`src/shared/uss_defines.vh`:
```
// register map, field positions, reset values and timing for the serial shift clock select block
`ifndef USS_DEFINES_VH
`define USS_DEFINES_VH
// byte offsets on the register bus
`define USS_OFF_CTRL        4'h0
`define USS_OFF_DATA        4'h4
`define USS_OFF_STATUS      4'h8
`define USS_OFF_PINLOC      4'hC
// control register fields
`define USS_CTRL_TOGGLE     0
`define USS_CTRL_STROBE     1
`define USS_CTRL_SRC_LO     2
`define USS_CTRL_SRC_HI     3
`define USS_CTRL_WM_LO      4
`define USS_CTRL_WM_HI      5
// pin location field
`define USS_PINLOC_POS      0
// reset values
`define USS_CTRL_RST        2'h0
`define USS_PINLOC_RST      1'b0
// clock source codes
`define USS_SRC_NONE        2'h0
`define USS_SRC_TIMER       2'h1
`define USS_SRC_EXT_POS     2'h2
`define USS_SRC_EXT_NEG     2'h3
// fifo shape
`define USS_FIFO_WIDTH      8
`define USS_FIFO_DEPTH      16
`define USS_FIFO_AW         4
// timing: system clock period and link clock period in ns
`define USS_CLK_NS          50
`define USS_LINK_NS         400
`define USS_LINK_HALF_CYC   ((`USS_LINK_NS / 2) / `USS_CLK_NS)
`endif

```
`src/hw/uss_fifo.v`:
```
// synchronous first-in first-out buffer with valid and ready on both sides
`timescale 1ns/1ps
module uss_fifo #(
   parameter WIDTH = 8,
   parameter DEPTH = 16,
   parameter AW    = 4
) (
   input  wire             aclk,
   input  wire             aresetn,
   input  wire [WIDTH-1:0] in_data,
   input  wire             in_valid,
   output wire             in_ready,
   output reg  [WIDTH-1:0] out_data,
   output wire             out_valid,
   input  wire             out_ready
);
   reg [WIDTH-1:0] mem_reg [0:DEPTH-1];
   reg [AW:0]      wr_ptr_reg;
   reg [AW:0]      rd_ptr_reg;
   wire            full;
   wire            empty;
   wire            push;
   wire            pop;

   // full and empty from pointer wrap bit
   assign full      = (wr_ptr_reg[AW] != rd_ptr_reg[AW]) && (wr_ptr_reg[AW-1:0] == rd_ptr_reg[AW-1:0]);
   assign empty     = (wr_ptr_reg == rd_ptr_reg);
   assign in_ready  = !full;
   assign out_valid = !empty;
   assign push      = in_valid && !full;
   assign pop       = out_ready && !empty;

   // storage write
   always @(posedge aclk) begin
      if (push) begin
         mem_reg[wr_ptr_reg[AW-1:0]] <= in_data;
      end
   end

   // read and write pointers
   always @(posedge aclk) begin
      if (!aresetn) begin
         wr_ptr_reg <= {(AW+1){1'b0}};
         rd_ptr_reg <= {(AW+1){1'b0}};
      end else begin
         if (push) begin
            wr_ptr_reg <= wr_ptr_reg + 1'b1;
         end
         if (pop) begin
            rd_ptr_reg <= rd_ptr_reg + 1'b1;
         end
      end
   end

   // data output is the head word
   always @* begin
      out_data = mem_reg[rd_ptr_reg[AW-1:0]];
   end
endmodule

```
`src/hw/uss_shift_clock.v`:
```
// serial shift unit clock selection, shift register, counter, clock pin toggle and pin placement
//
// Functional notes
// with the external clock selected, data out changes through a latch on the edge opposite the sampling edge.
// with strobe or timer source, the output latch is transparent and data out follows the shift register.
// source zero: writing one to the soft strobe clocks shift register and counter once; zero clocks neither.
// source 10 shifts on the rising clock pin edge, 11 on falling; the counter takes both edges or toggle strobes.
// source 01 clocks shift register and counter from the timer compare match whatever the strobe bit is.
// with the upper select bit set, the soft strobe bit selects counter clocking instead of strobing.
// a soft strobe changes the output at once and shifts in the input sampled the cycle before.
// soft strobe and toggle bits act only on a write of one and always read as zero.
// writing one to the toggle bit inverts the clock pin output value; it shows only when the pin is an output.
// external clock with strobe bit set: each toggle write clocks the 4-bit counter directly.
// pin location register: bits 7 to 1 read zero, bit 0 is read/write and resets to zero.
// pin location 0 routes in, out and clock to port B bits 0,1,2; 1 routes them to port A bits 4,2,5.
// wire mode only gates outputs; clocking from the pin and input sampling continue when outputs are off.
// the 4-bit counter steps by one per selected clock event and wraps from fifteen to zero.
`timescale 1ns/1ps
`include "uss_defines.vh"
module uss_shift_clock (
   input  wire        aclk,
   input  wire        aresetn,
   // axi4-lite slave
   input  wire [3:0]  s_axi_awaddr,
   input  wire        s_axi_awvalid,
   output wire        s_axi_awready,
   input  wire [31:0] s_axi_wdata,
   input  wire [3:0]  s_axi_wstrb,
   input  wire        s_axi_wvalid,
   output wire        s_axi_wready,
   output reg  [1:0]  s_axi_bresp,
   output reg         s_axi_bvalid,
   input  wire        s_axi_bready,
   input  wire [3:0]  s_axi_araddr,
   input  wire        s_axi_arvalid,
   output wire        s_axi_arready,
   output reg  [31:0] s_axi_rdata,
   output reg  [1:0]  s_axi_rresp,
   output reg         s_axi_rvalid,
   input  wire        s_axi_rready,
   // timer compare match, same clock domain, one-cycle pulse
   input  wire        timer_match,
   // port pins, port b bits 0..2 and port a bits 2,4,5
   input  wire        pb0_in,
   input  wire        pb2_in,
   input  wire        pa4_in,
   input  wire        pa5_in,
   input  wire        clk_pin_dir_bit,
   input  wire        out_pin_dir_bit,
   output wire        pb1_out,
   output wire        pb1_oe,
   output wire        pb2_out,
   output wire        pb2_oe,
   output wire        pa2_out,
   output wire        pa2_oe,
   output wire        pa5_out,
   output wire        pa5_oe,
   // completed bytes toward the consumer
   output wire [7:0]  rx_data,
   output wire        rx_valid,
   input  wire        rx_ready
);
   // ************************************************************
   // state
   // ************************************************************
   reg  [1:0] clk_src_sel_reg;
   reg        strobe_sel_reg;     // counter select bit when external
   reg  [1:0] wire_mode_sel_reg;
   reg        pin_location_reg;
   reg        clk_pin_val_reg;
   reg  [7:0] shift_reg;
   reg  [7:0] shift_next;
   reg  [3:0] count_reg;
   reg  [3:0] count_next;
   reg        out_latch_reg;
   reg        in_prev_reg;
   reg  [2:0] sin_sync_reg;
   reg  [2:0] sck_sync_reg;
   reg        sck_state_reg;
   reg        sin_state_reg;
   reg        aw_held_reg;
   reg  [3:0] aw_addr_reg;
   reg        w_held_reg;
   reg [31:0] w_data_reg;
   reg        w_strb0_reg;        // lane 0 strobe of the held write
   reg        push_reg;
   reg  [7:0] push_data_reg;
   wire       fifo_ready;
   wire       serial_in_pin;
   wire       shift_clock_pin;
   wire       do_write;
   wire       wr_ctrl;
   wire       strobe_wr;
   wire       toggle_wr;
   wire       sck_rise;
   wire       sck_fall;
   reg        shift_evt;
   reg        count_evt;

   // ************************************************************
   // helpers
   // ************************************************************
   // increment with wrap at fifteen
   function [3:0] inc4;
      input [3:0] v;
      begin
         inc4 = v + 4'h1;
      end
   endfunction

   // ************************************************************
   // pin placement
   // ************************************************************
   // input routing by pin location
   assign serial_in_pin   = pin_location_reg ? pa4_in : pb0_in;
   assign shift_clock_pin = pin_location_reg ? pa5_in : pb2_in;

   // three-stage synchronisers; second and third must agree
   always @(posedge aclk) begin
      if (!aresetn) begin
         sin_sync_reg  <= 3'h0;
         sck_sync_reg  <= 3'h0;
         sin_state_reg <= 1'b0;
         sck_state_reg <= 1'b0;
      end else begin
         sin_sync_reg <= {sin_sync_reg[1:0], serial_in_pin};
         sck_sync_reg <= {sck_sync_reg[1:0], shift_clock_pin};
         if (sin_sync_reg[1] == sin_sync_reg[2]) begin
            sin_state_reg <= sin_sync_reg[2];
         end
         if (sck_sync_reg[1] == sck_sync_reg[2]) begin
            sck_state_reg <= sck_sync_reg[2];
         end
      end
   end

   // clock pin edges, always sampled regardless of wire mode
   assign sck_rise = (sck_sync_reg[1] == sck_sync_reg[2]) && sck_sync_reg[2] && !sck_state_reg;
   assign sck_fall = (sck_sync_reg[1] == sck_sync_reg[2]) && !sck_sync_reg[2] && sck_state_reg;

   // ************************************************************
   // axi4-lite slave
   // ************************************************************
   assign s_axi_awready = !aw_held_reg && !s_axi_bvalid;
   assign s_axi_wready  = !w_held_reg && !s_axi_bvalid;
   assign s_axi_arready = !s_axi_rvalid;
   assign do_write      = aw_held_reg && w_held_reg && !s_axi_bvalid;
   assign wr_ctrl       = do_write && (aw_addr_reg == `USS_OFF_CTRL) && w_strb0_reg;
   assign strobe_wr     = wr_ctrl && w_data_reg[`USS_CTRL_STROBE];
   assign toggle_wr     = wr_ctrl && w_data_reg[`USS_CTRL_TOGGLE];

   // address and data capture in either order, response after both
   always @(posedge aclk) begin
      if (!aresetn) begin
         aw_held_reg  <= 1'b0;
         w_held_reg   <= 1'b0;
         aw_addr_reg  <= 4'h0;
         w_data_reg   <= 32'h0;
         w_strb0_reg  <= 1'b0;
         s_axi_bvalid <= 1'b0;
         s_axi_bresp  <= 2'h0;
      end else begin
         if (s_axi_awvalid && s_axi_awready) begin
            aw_held_reg <= 1'b1;
            aw_addr_reg <= {s_axi_awaddr[3:2], 2'h0};
         end
         if (s_axi_wvalid && s_axi_wready) begin
            w_held_reg  <= 1'b1;
            w_data_reg  <= s_axi_wdata;
            w_strb0_reg <= s_axi_wstrb[0];
         end
         if (do_write) begin
            aw_held_reg  <= 1'b0;
            w_held_reg   <= 1'b0;
            s_axi_bvalid <= 1'b1;
            s_axi_bresp  <= (aw_addr_reg == `USS_OFF_CTRL || aw_addr_reg == `USS_OFF_PINLOC) ? 2'h0 : 2'h2;
         end else if (s_axi_bready) begin
            s_axi_bvalid <= 1'b0;
         end
      end
   end

   // register writes for control and pin location
   always @(posedge aclk) begin
      if (!aresetn) begin
         clk_src_sel_reg   <= `USS_CTRL_RST;
         strobe_sel_reg    <= 1'b0;
         wire_mode_sel_reg <= `USS_CTRL_RST;
         pin_location_reg  <= `USS_PINLOC_RST;
      end else if (do_write && w_strb0_reg) begin
         if (aw_addr_reg == `USS_OFF_CTRL) begin
            clk_src_sel_reg   <= w_data_reg[`USS_CTRL_SRC_HI:`USS_CTRL_SRC_LO];
            wire_mode_sel_reg <= w_data_reg[`USS_CTRL_WM_HI:`USS_CTRL_WM_LO];
            strobe_sel_reg    <= w_data_reg[`USS_CTRL_STROBE];
         end
         if (aw_addr_reg == `USS_OFF_PINLOC) begin
            pin_location_reg <= w_data_reg[`USS_PINLOC_POS];
         end
      end
   end

   // reads; strobe and toggle bits read zero, reserved bits zero
   always @(posedge aclk) begin
      if (!aresetn) begin
         s_axi_rvalid <= 1'b0;
         s_axi_rdata  <= 32'h0;
         s_axi_rresp  <= 2'h0;
      end else if (s_axi_arvalid && s_axi_arready) begin
         s_axi_rvalid <= 1'b1;
         s_axi_rresp  <= 2'h0;
         case (s_axi_araddr)   // unaligned offsets fall to the error branch
            `USS_OFF_CTRL:   s_axi_rdata <= {26'h0, wire_mode_sel_reg, clk_src_sel_reg, 2'h0};
            `USS_OFF_DATA:   s_axi_rdata <= {24'h0, shift_reg};
            `USS_OFF_STATUS: s_axi_rdata <= {26'h0, clk_pin_val_reg, strobe_sel_reg, count_reg};
            `USS_OFF_PINLOC: s_axi_rdata <= {31'h0, pin_location_reg};
            default: begin
               s_axi_rdata <= 32'h0;
               s_axi_rresp <= 2'h2;
            end
         endcase
      end else if (s_axi_rready) begin
         s_axi_rvalid <= 1'b0;
      end
   end

   // ************************************************************
   // clock source selection
   // ************************************************************
   // pick shift and count events per source
   always @* begin
      shift_evt = 1'b0;
      count_evt = 1'b0;
      case (clk_src_sel_reg)
         `USS_SRC_NONE: begin
            shift_evt = strobe_wr;
            count_evt = strobe_wr;
         end
         `USS_SRC_TIMER: begin
            shift_evt = timer_match;
            count_evt = timer_match;
         end
         `USS_SRC_EXT_POS: begin
            shift_evt = sck_rise;
            count_evt = strobe_sel_reg ? toggle_wr : (sck_rise | sck_fall);
         end
         `USS_SRC_EXT_NEG: begin
            shift_evt = sck_fall;
            count_evt = strobe_sel_reg ? toggle_wr : (sck_rise | sck_fall);
         end
         default: begin
            shift_evt = 1'b0;
            count_evt = 1'b0;
         end
      endcase
   end

   // next values of shift register and counter
   always @* begin
      shift_next = shift_reg;
      count_next = count_reg;
      if (shift_evt) begin
         // strobe shifts in input held from previous cycle
         shift_next = {shift_reg[6:0], clk_src_sel_reg[1] ? sin_state_reg : in_prev_reg};
      end
      if (count_evt) begin
         count_next = inc4(count_reg);
      end
   end

   // ************************************************************
   // shift register, counter, output latch, clock pin value
   // ************************************************************
   always @(posedge aclk) begin
      if (!aresetn) begin
         shift_reg       <= 8'h00;
         count_reg       <= 4'h0;
         out_latch_reg   <= 1'b0;
         in_prev_reg     <= 1'b0;
         clk_pin_val_reg <= 1'b0;
         push_reg        <= 1'b0;
         push_data_reg   <= 8'h00;
      end else begin
         shift_reg   <= shift_next;
         count_reg   <= count_next;
         in_prev_reg <= sin_state_reg;
         // latch opens on the edge opposite the sampling edge
         if ((clk_src_sel_reg == `USS_SRC_EXT_POS && sck_fall) ||
             (clk_src_sel_reg == `USS_SRC_EXT_NEG && sck_rise)) begin
            out_latch_reg <= shift_reg[7];
         end
         if (toggle_wr) begin
            clk_pin_val_reg <= !clk_pin_val_reg;
         end
         // completed byte on counter wrap; held until fifo takes it
         if (count_evt && count_reg == 4'hF && !push_reg) begin
            push_reg      <= 1'b1;
            push_data_reg <= shift_next;
         end else if (push_reg && fifo_ready) begin
            push_reg <= 1'b0;
         end
      end
   end

   // ************************************************************
   // pin outputs; wire mode gates only the data out enables, not the clock pin
   // ************************************************************
   wire data_out = clk_src_sel_reg[1] ? out_latch_reg : shift_reg[7];
   wire out_en   = (wire_mode_sel_reg != 2'h0);
   assign pb1_out = data_out;
   assign pa2_out = data_out;
   assign pb1_oe  = out_en && out_pin_dir_bit && !pin_location_reg;
   assign pa2_oe  = out_en && out_pin_dir_bit && pin_location_reg;
   assign pb2_out = clk_pin_val_reg;
   assign pa5_out = clk_pin_val_reg;
   assign pb2_oe  = clk_pin_dir_bit && !pin_location_reg;
   assign pa5_oe  = clk_pin_dir_bit && pin_location_reg;

   // ************************************************************
   // received byte buffer
   // ************************************************************
   uss_fifo #(
      .WIDTH (`USS_FIFO_WIDTH),
      .DEPTH (`USS_FIFO_DEPTH),
      .AW    (`USS_FIFO_AW)
   ) u_fifo (
      .aclk      (aclk),
      .aresetn   (aresetn),
      .in_data   (push_data_reg),
      .in_valid  (push_reg),
      .in_ready  (fifo_ready),
      .out_data  (rx_data),
      .out_valid (rx_valid),
      .out_ready (rx_ready)
   );
endmodule

```
`config.mk`:
```
export PLATFORM = sky130hd
export DESIGN_NAME = uss_shift_clock
export DESIGN_NICKNAME = d
export VERILOG_FILES = /design/src/hw/uss_fifo.v /design/src/hw/uss_shift_clock.v
export VERILOG_INCLUDE_DIRS = /design/src /design/src/shared
export SDC_FILE = /design/constraint.sdc
export NUM_CORES = 1
export LEC_CHECK = 0
export ABC_AREA = 1
export ABC_CLOCK_PERIOD_IN_PS = 1690
export BUFFER_PORTS_ARGS = -buffer_cell sky130_fd_sc_hd__buf_2
export CAP_MARGIN = 5
export CORE_ASPECT_RATIO = 1.4
export CORE_MARGIN = 2
export CORE_UTILIZATION = 52
export DETAILED_ROUTE_END_ITERATION = 12
export GPL_TIMING_DRIVEN = 0
export PLACE_DENSITY = 0.76
export SYNTH_ARGS = -nofsm -noshare
export SYNTH_HDL_FRONTEND = slang
export SYNTH_SLANG_ARGS = --single-unit
```
`constraint.sdc`:
```
create_clock -name aclk -period 1.69 [get_ports aclk]
set_input_delay 0.0845 -clock aclk [delete_from_list [all_inputs] [get_ports aclk]]
set_output_delay 0.0845 -clock aclk [all_outputs]
set_load 0.01 [all_outputs]
```
Word-level counts from Yosys, hierarchy flattened
Memory sizes are Yosys's and may differ from the RTL's. A register that Yosys moved wholly into a read port is not among the register bits.
Cells that the tools add are included.
{"block": "word_totals", "memories": 1, "input_bits": 59, "mem_bits_rw": 128, "reg_bits": 97}
{"block": "classes", "mux": 21, "reduce_logical": 53, "addsub": 3, "bitwise": 2, "eq_ne": 13}
{"name": "u_fifo.mem_reg", "depth": 16, "width": 8, "read_ports": 1, "rd_clocked_by_memory_dff": 1, "write_ports": 1, "line": "uss_fifo.v:17", "source": "reg [WIDTH-1:0] mem_reg [0:DEPTH-1];"}
{"op": "case mux 8 bit (4 select lines)", "n": 1}
{"op": "logical AND 1 bit", "n": 28}
{"op": "two-way mux 1 bit", "n": 13}
{"op": "equality test 4 bit (second input constant)", "n": 3}
{"op": "zero test 1 bit", "n": 11}
{"op": "adder 5 x 1 -> 5 bit (second input constant)", "n": 2}
{"op": "zero test 4 bit", "n": 2}
{"op": "two-way mux 4 bit", "n": 2}
{"op": "two-way mux 8 bit", "n": 1}
{"op": "nonzero test 2 bit", "n": 4}
{"op": "equality test 2 bit (second input constant)", "n": 3}
{"op": "equality test 5 bit", "n": 1}
{"op": "adder 4 x 1 -> 4 bit (second input constant)", "n": 1}
{"op": "equality test 4 x 3 -> 1 bit (second input constant)", "n": 1}
{"op": "equality test 4 bit", "n": 1}
{"op": "two-way mux 2 bit", "n": 2}
{"op": "case mux 1 bit (4 select lines)", "n": 1}
{"op": "AND reduction 2 bit", "n": 2}
{"op": "OR reduction 2 bit", "n": 2}
{"op": "OR reduction 4 bit", "n": 1}
{"op": "case mux 1 bit (3 select lines)", "n": 1}
{"op": "equality test 1 bit", "n": 2}
{"op": "equality test 2 x 1 -> 1 bit (second input constant)", "n": 1}
{"op": "zero test 2 bit", "n": 1}
{"op": "other kinds (4)", "n": 5}

Depth between registers and ports, before layout
Gate-level depths: netlist (run 1).
{"block": "logic_depth", "depth_word": 10, "ltp_mapped": 12}

Modules after synthesis
Synthesis (run 1) repeated with hierarchy kept, for this count alone.
{"block": "hier_totals", "cells_unflattened": 933, "area_unflattened_um2": 8909.8}
{"mod": "uss_fifo", "seq_area_each_um2": 4124.0, "instances": 1, "area_per_inst_um2": 6019.5, "cells_each": 535}
{"mod": "uss_shift_clock", "seq_area_each_um2": 1221.2, "instances": 1, "area_per_inst_um2": 2890.3, "cells_each": 398}

Worst setup path after synthesis (run 1)
Ideal clock, no wire load.
{"block": "synth_path", "path_kind": "register to register", "from": "reg u_fifo.rd_ptr_reg[0]", "to": "mem u_fifo.mem_reg[12][0], enable pin", "setup_ns": 0.370, "t_required_ns": 1.320, "arrival_ns": 1.377, "slack_ns": -0.058, "synth_period_minus_slack_ns": 1.748, "path_buffers": 0, "path_stages_with_launch": 8, "path_cell_list": "dfxtp_1 -> xor2_1 -> nor2_1 -> nand3_1 -> nand2_2 -> inv_2 -> nand2_1 -> nor2_1"}
{"block": "synth_between", "elab_chain_cells": 6}
{"element": "start, declared", "line": "uss_fifo.v:19", "source": "reg [AW:0] rd_ptr_reg;"}
{"element": "start signal, assigned", "line": "uss_fifo.v:44", "source": "rd_ptr_reg <= {(AW+1){1'b0}};"}
{"element": "start signal, assigned", "line": "uss_fifo.v:50", "source": "rd_ptr_reg <= rd_ptr_reg + 1'b1;"}
{"element": "equality test 4 bit", "line": "uss_fifo.v:26", "source": "assign full = (wr_ptr_reg[AW] != rd_ptr_reg[AW]) && (wr_ptr_reg[AW-1:0] == rd_ptr_reg[AW-1:0]);"}
{"element": "logical AND 1 bit", "line": "uss_fifo.v:26"}
{"element": "zero test 1 bit", "line": "uss_fifo.v:30", "source": "assign push = in_valid && !full;"}
{"element": "logical AND 1 bit", "line": "uss_fifo.v:30"}
{"element": "two-way mux 1 bit", "line": "uss_fifo.v:35", "source": "if (push) begin"}
{"element": "two-way mux 1 bit (implied by the code)", "line": "uss_fifo.v:36", "source": "mem_reg[wr_ptr_reg[AW-1:0]] <= in_data;"}
{"element": "end, declared", "line": "uss_fifo.v:17"}
No other way between the ends.

==> out/results.txt, run 1 <==
register area share after synthesis: 61.19%
Reg2Reg Depth: 8
Rel. slew slack: 44.69%
Final Instance Area: 10770 um2
Post-Synth XOR/XNOR Area: 0.7019%
Least-Margin Pin Slew: 0.8285 ns
initial core utilization: 52.60%
minimum clock period: 2.060 ns
DRT Wirelength: 21420 um
Compound-Gate Fraction of Synth Area: 11.65%
clk root buf: clkbuf_16
cells after synthesis: 837
wire per inst: 17.98 um
combinational family with the most area after synthesis: simple AND/OR/NAND/NOR gates
DRT Pass-1 Iters: 5
Clock Latency Late Sink: 0.49 ns
Tcrit/Tclk final: 121.9%
Hold Crit Class: in -> reg
Clock Sinks: 203
initial antenna violation count: 0
Final Total Pwr: 10.03 mW
PwrDens: 931.3 nW/um2
CTS tree: yes
Critical Path Slowest Stage Cell: dfxtp_4
post-synth top area cell: edfxtp_1
multiplexer area fraction after synthesis: 3.782%
LEAKAGE: 4.173 nW
crit end category: output port
worst-path fanout max: 10
number of flip-flops in the largest register: 128
FF+latch count, synth: 203
syn avg cell area: 10.44 um2
share of cells above drive strength 1: 23.68%
Worst VDD drop: 0.6818 mV
reg-to-reg endpoint: u_fifo.mem_reg[6][3]
worst hold start: s_axi_arvalid
commonest non-fill, non-tap cell in the layout: edfxtp_1
GPL Wtd Cong: 0.9052
first-iteration detailed-routing DRC count: 411
adder-cell share of the synthesized area: 1.432%
number of placement rows: 56
vias in the first global route: 6175
Worst Path Arrival: 1.98 ns
crit-path cells: buf_12 -> buf_6 -> a21oi_1 -> o21ai_1 -> o211ai_1 -> nand3_1 -> nand2_1 -> buf_2
Synth cell types: 41
n_diodes: 0
hpwl dp: 14110 um
Placed Area: 9380 um2
Final setup violation count: 8
Via Count: 6359
failing checks: negative setup slack
post-placement worst setup slack: -0.6063 ns
Die X: 113.5 um
Final Hold Viols: 0
setup TNS: -2.685 ns
CP required: 1.61 ns
CP Launch Type: register
max-slew violations: 0
CTS clock-pin slew for the worst setup and hold paths: 0.06 ns
most frequent cells in the layout: 128 x edfxtp_1, 100 x inv_1, 93 x nand2_1, 64 x dfxtp_1, 62 x nor2_1
vias per inst: 5.339
grt total ovfl: 0
family with the most delay on the worst path: buffers and inverters
CP peak stage delay: 0.44 ns
outcome: finished with violations
full die area: 17860 um2
IO Pins: 117
Num CTS Buffers: 19
top post-synthesis cells by area: edfxtp_1 44%, dfxtp_1 17%, inv_1 4.3%, o21ai_0 4.1%, nand2_1 4.1%
reg2reg start: u_fifo.wr_ptr_reg[0]
Synth-to-Final Area Change: 23.33%
All-Layer GR Usage: 23.42%
core area: 16610 um2
Yosys top cell area share: 44.01%
MaxCap Viol Count: 0
Layout Skew: 0.01256 ns
Netlist Area Pre-Place: 8735 um2
remaining antenna violation count: 0
H-tree levels: 1
worst setup margin: -0.3696 ns
R2R Setup Slk: 0.05 ns
clock tree buffer depth: 3
f_max: 0.4855 GHz
first-pass GRT wire length: 31950 um
hold depth: 4
nets@finish: 1046
WHS Endpoint: s_axi_rdata[4]
Die Y: 157.4 um
synth warn: 0
worst setup path class: reg -> out
Finished Core Util: 64.87%
RSZ-0062 raised after global routing: yes
Synth Area in Simple Gates: 12.36%
DR DRC count: 0
largest net degree at the start of global routing: 18
CP Buf/Inv Count: 3
port bufs: 58
[per-layer routing]
metal / share of wire [%] / global-route usage, % / routed length (um)
met5: 0 / 0 / 0
met1: 37 / 24.88 / 7850
met2: 55 / 45.88 / 11860
met4: 3.4 / 9.233 / 720
met3: 4.6 / 3.389 / 989
[worst min-delay path, delay by kind of cell]
family / cells / cell delay (ns)
compound gates: 1 / 0.06
simple gates: 2 / 0.25
buf+inv: 1 / 0.07
[what timing repair did]
item / in CTS / in global routing
hold buffers: 19 / 0
endpoints found under the setup margin: 138 / 149
endpoints found under the hold margin: 16 / 0
buffers inserted: 11 / 5
pin swaps: 9 / 18
gates cloned: 0 / 4
gates resized for setup: 103 / 63
[area by class of cell]
class / instances / area, um2
inverters: 105 / 410.4
plain buffers: 58 / 435.4
repair buffers: 96 / 695.7
clock inverters: 9 / 42.54
multi-input cells: 494 / 3068
flip-flops and latches: 203 / 5376
well taps: 203 / 254.0
clock buffers: 23 / 490.5
fillers: 1299 / 5833
[cell usage after synthesis]
cell type,count
edfxtp_1,128
inv_1,100
nand2_1,96
nor2_1,79
dfxtp_1,75
o21ai_0,72
a21oi_1,66
o211ai_1,34
mux2i_1,33
buf_4,31
nand3_1,28
clkbuf_1,18
ha_1,10
nand4_1,10
buf_2,8
xor2_1,6
nand2_4,4
buf_6,3
inv_2,3
nand2_2,3
and3_1,2
clkinv_1,2
nand3b_1,2
nand4_4,2
nor2_2,2
nor3_1,2
o21ai_1,2
o21bai_1,2
o221ai_1,2
a21oi_2,1
a31oi_1,1
buf_1,1
conb_1,1
nand3_4,1
nand4_2,1
nor2_8,1
nor3b_1,1
nor4_1,1
o21a_1,1
o22ai_1,1
xnor2_1,1
[per-stage QoR]
| stage | hold WS (ns) | std cells |
|---|---|---|
| finish | 0.03380 | 1191 |
| global route | 0.06132 | 1191 |
| CTS | 0.01835 | 1185 |
| detailed placement | 0.3135 | 1123 |
| global placement | 0.3137 | 1123 |
| floorplan | 0.2194 | 862 |
[how the worst max path moves through the flow]
stage / cells after the start / endpoint / slack (ns) / startpoint
finish: 8 / rx_data[7] / -0.37 / register
global route: 7 / rx_data[6] / -0.45 / register
CTS: 8 / rx_data[4] / -0.38 / register
detailed placement: 7 / u_fifo.mem_reg[6][2] / -0.61 / u_fifo.wr_ptr_reg[0]
global placement: 7 / u_fifo.mem_reg[6][2] / -0.54 / u_fifo.wr_ptr_reg[1]
floorplan: 7 / u_fifo.mem_reg[12][0] / -0.06 / u_fifo.rd_ptr_reg[0]
[power breakdown]
group,leakage (nW),switching (mW),internal (mW)
Sequential,1.80,0.0479,5.26
Combinational,2.12,0.527,0.397
Clock,0.253,1.75,2.06
[cells by family (layout without fill, tap and decap cells)]
group / after synthesis / count (layout)
and+or+nand+nor: 235 / 236
DFF: 203 / 203
AOI/OAI and AO/OA: 182 / 182
buffers and inverters: 166 / 291
muxes: 33 / 33
adders and majority gates: 10 / 10
xor gates and xnor gates: 7 / 7
other: 1 / 26
Power figures use the tool's default switching activity.
==> run 2: changes to the inputs <==
--- a/config.mk
+++ b/config.mk
@@ -15,7 +15,7 @@
 export CORE_UTILIZATION = 52
 export DETAILED_ROUTE_END_ITERATION = 12
 export GPL_TIMING_DRIVEN = 0
-export PLACE_DENSITY = 0.76
+export PLACE_DENSITY_LB_ADDON = 0.3
 export SYNTH_ARGS = -nofsm -noshare
 export SYNTH_HDL_FRONTEND = slang
 export SYNTH_SLANG_ARGS = --single-unit
==> out/results.txt, run 2 (synthesized netlist as in run 1, its figures left out) <==
Rel. slew slack: 47.09% (+2.4 points)
met1 usage: 23.87% (-1.0 points)
share of cells above drive strength 1: 22.18% (-1.5 points)
Sequential Area: 5366 um2 (-0.19%)
nets@finish: 1038 (-0.76%)
met3 usage: 2.772% (-0.62 points)
Least-Margin Pin Slew: 0.7925 ns (-0.03601 ns)
combined area of the multi-input logic cells: 3055 um2 (-0.41%)
Clock Latency Late Sink: 0.49 ns (about the same)
Finished Core Util: 65.24% (+0.36 points)
Tcrit/Tclk final: 123.0% (+1.1 points)
reg2reg start: u_fifo.wr_ptr_reg[3]
Num CTS Buffers: 20 (+1)
port bufs: 58 (unchanged)
initial core utilization: 52.60% (unchanged)
max-slew violations: 0 (unchanged)
vias in the first global route: 6069 (-1.7%)
Synth-to-Final Area Change: 24.02%
initial antenna violation count: 0 (unchanged)
Die Y: 157.4 um (unchanged)
LEAKAGE: 4.194 nW (+0.50%)
failing checks: negative setup slack
Worst Path Arrival: 1.99 ns (about the same)
Final Total Pwr: 10.87 mW (+8.3%)
worst setup margin: -0.3880 ns (-0.01832 ns)
worst hold start: aresetn
wire per inst: 17.94 um (-0.24%)
PwrDens: 1003 nW/um2 (+7.7%)
hpwl dp: 13940 um (-1.2%)
outcome: finished with violations
DR DRC count: 0 (unchanged)
number of flip-flops in the largest register: 128 (unchanged)
Final Hold Viols: 0 (unchanged)
n_diodes: 0 (unchanged)
IO Pins: 117 (unchanged)
Hold WS: 0.01481 ns (-0.01899 ns)
Hold Crit Class: in -> reg
most frequent cells in the layout: 128 x edfxtp_1, 100 x inv_1, 93 x nand2_1, 66 x dfxtp_1, 64 x a21oi_1
Filler Cells Inserted: 1270 (-2.2%)
core area: 16610 um2 (unchanged)
Via Count: 6385 (+0.41%)
DRT Wirelength: 21280 um (-0.66%)
number of placement rows: 56 (unchanged)
GPL Wtd Cong: 0.9073 (+0.23%)
CP required: 1.61 ns (about the same)
worst-path fanout max: 10 (unchanged)
largest net degree at the start of global routing: 18 (unchanged)
All-Layer GR Usage: 22.72% (-0.70 points)
remaining antenna violation count: 0 (unchanged)
CTS tree: yes
vias per inst: 5.384 (+0.83%)
commonest non-fill, non-tap cell in the layout: edfxtp_1
full die area: 17860 um2 (unchanged)
first-pass GRT wire length: 31220 um (-2.3%)
MaxCap Viol Count: 0 (unchanged)
worst setup path class: reg -> out
Clock Sinks: 203 (unchanged)
crit end category: output port
Worst VDD drop: 0.7002 mV (+2.7%)
clock tree buffer depth: 3 (unchanged)
RSZ-0062 raised after global routing: yes
met2 global-route usage: 43.68% (-2.2 points)
DRT Pass-1 Iters: 5 (unchanged)
setup TNS: -3.106 ns (-0.4206 ns)
Die X: 113.5 um (unchanged)
CP Launch Type: register
CTS clock-pin slew for the worst setup and hold paths: 0.06 ns (about the same)
clk root buf: clkbuf_16
Layout Skew: 0.006566 ns (-0.005997 ns)
minimum clock period: 2.078 ns (+0.01832 ns)
GRT Max-Usage Layer: met2
Final setup violation count: 23 (+15)
grt total ovfl: 0 (unchanged)
H-tree levels: 1 (unchanged)
f_max: 0.4812 GHz (-0.88%)
first-iteration detailed-routing DRC count: 507 (+23%)
[run 2: cell count changes in the layout (fill, tap and decap cells not counted), moves of 3 or more]
cell	change
a21oi_2	-6
mux2i_2	-3
buf_4	-8
dfxtp_4	-3
o21ai_2	-6
clkbuf_8	+3
bufinv_16	+3
o21ai_0	+6
a21oi_1	+6
[run 2: per-stage QoR]
stage	cell area [um2]	setup slack, ns	cells
6_report	10830	-0.3880	1186
5_1_grt	10830	-0.4427	1186
4_1_cts	10620	-0.4145	1182
3_5_place_dp	9380	-0.5687	1123
3_3_place_gp	9380	-0.5058	1123
2_1_floorplan	8836	-0.05765	862
[run 2: area by class of cell]
cell class | count | share of cell area (%)
sequential | 203 | 49.54
clock inverter | 11 | 1.213
tap | 203 | 2.345
timing repair buffer | 87 | 5.683
clock buffer | 25 | 5.174
inverter | 105 | 3.754
buffer | 58 | 4.089
multi-input combinational | 494 | 28.21
[run 2: timing repair]
item,4_1_cts,5_1_grt
hold endpoints to repair,18,0
setup endpoints to repair,137,145
buffers inserted,4,5
pin swaps,6,14
gates resized for setup,101,38
hold buffers,19,0
gates cloned,0,3
[run 2: path summary, 6_finish.rpt]
kind | end | slack [ns] | depth (start not counted)
setup / recovery | rx_data[3] | -0.39 | 8
hold / removal | u_fifo.wr_ptr_reg[1] | 0.01 | 3
setup reg to reg | u_fifo.mem_reg[3][1] | -0.02 | 8
hold reg to reg | sck_sync_reg[1] | 0.43 | 2
[run 2: critical path, stage by stage, from the launching register on]
cell,delay [ns]
dfxtp_1,0.32
buf_4,0.16
clkbuf_8,0.18
a21oi_1,0.07
o21ai_4,0.09
o21ai_0,0.16
o211ai_1,0.28
nand2_1,0.09
buf_2,0.15
[run 2: where the power goes]
| group | total [mW] | switching (mW) | internal, mW |
|---|---|---|---|
| Clock | 4.64 | 1.83 | 2.81 |
| Combinational | 0.917 | 0.522 | 0.396 |
| Sequential | 5.31 | 0.0491 | 5.26 |
[run 2: metal layers]
layer / routed length [um] / up-vias / part of all wire [%]
li1: - / 3087 / -
met1: 7593 / 2957 / 36
met2: 11190 / 265 / 53
met3: 1150 / 76 / 5.4
met4: 1347 / 0 / 6.3
met5: 0 / - / 0
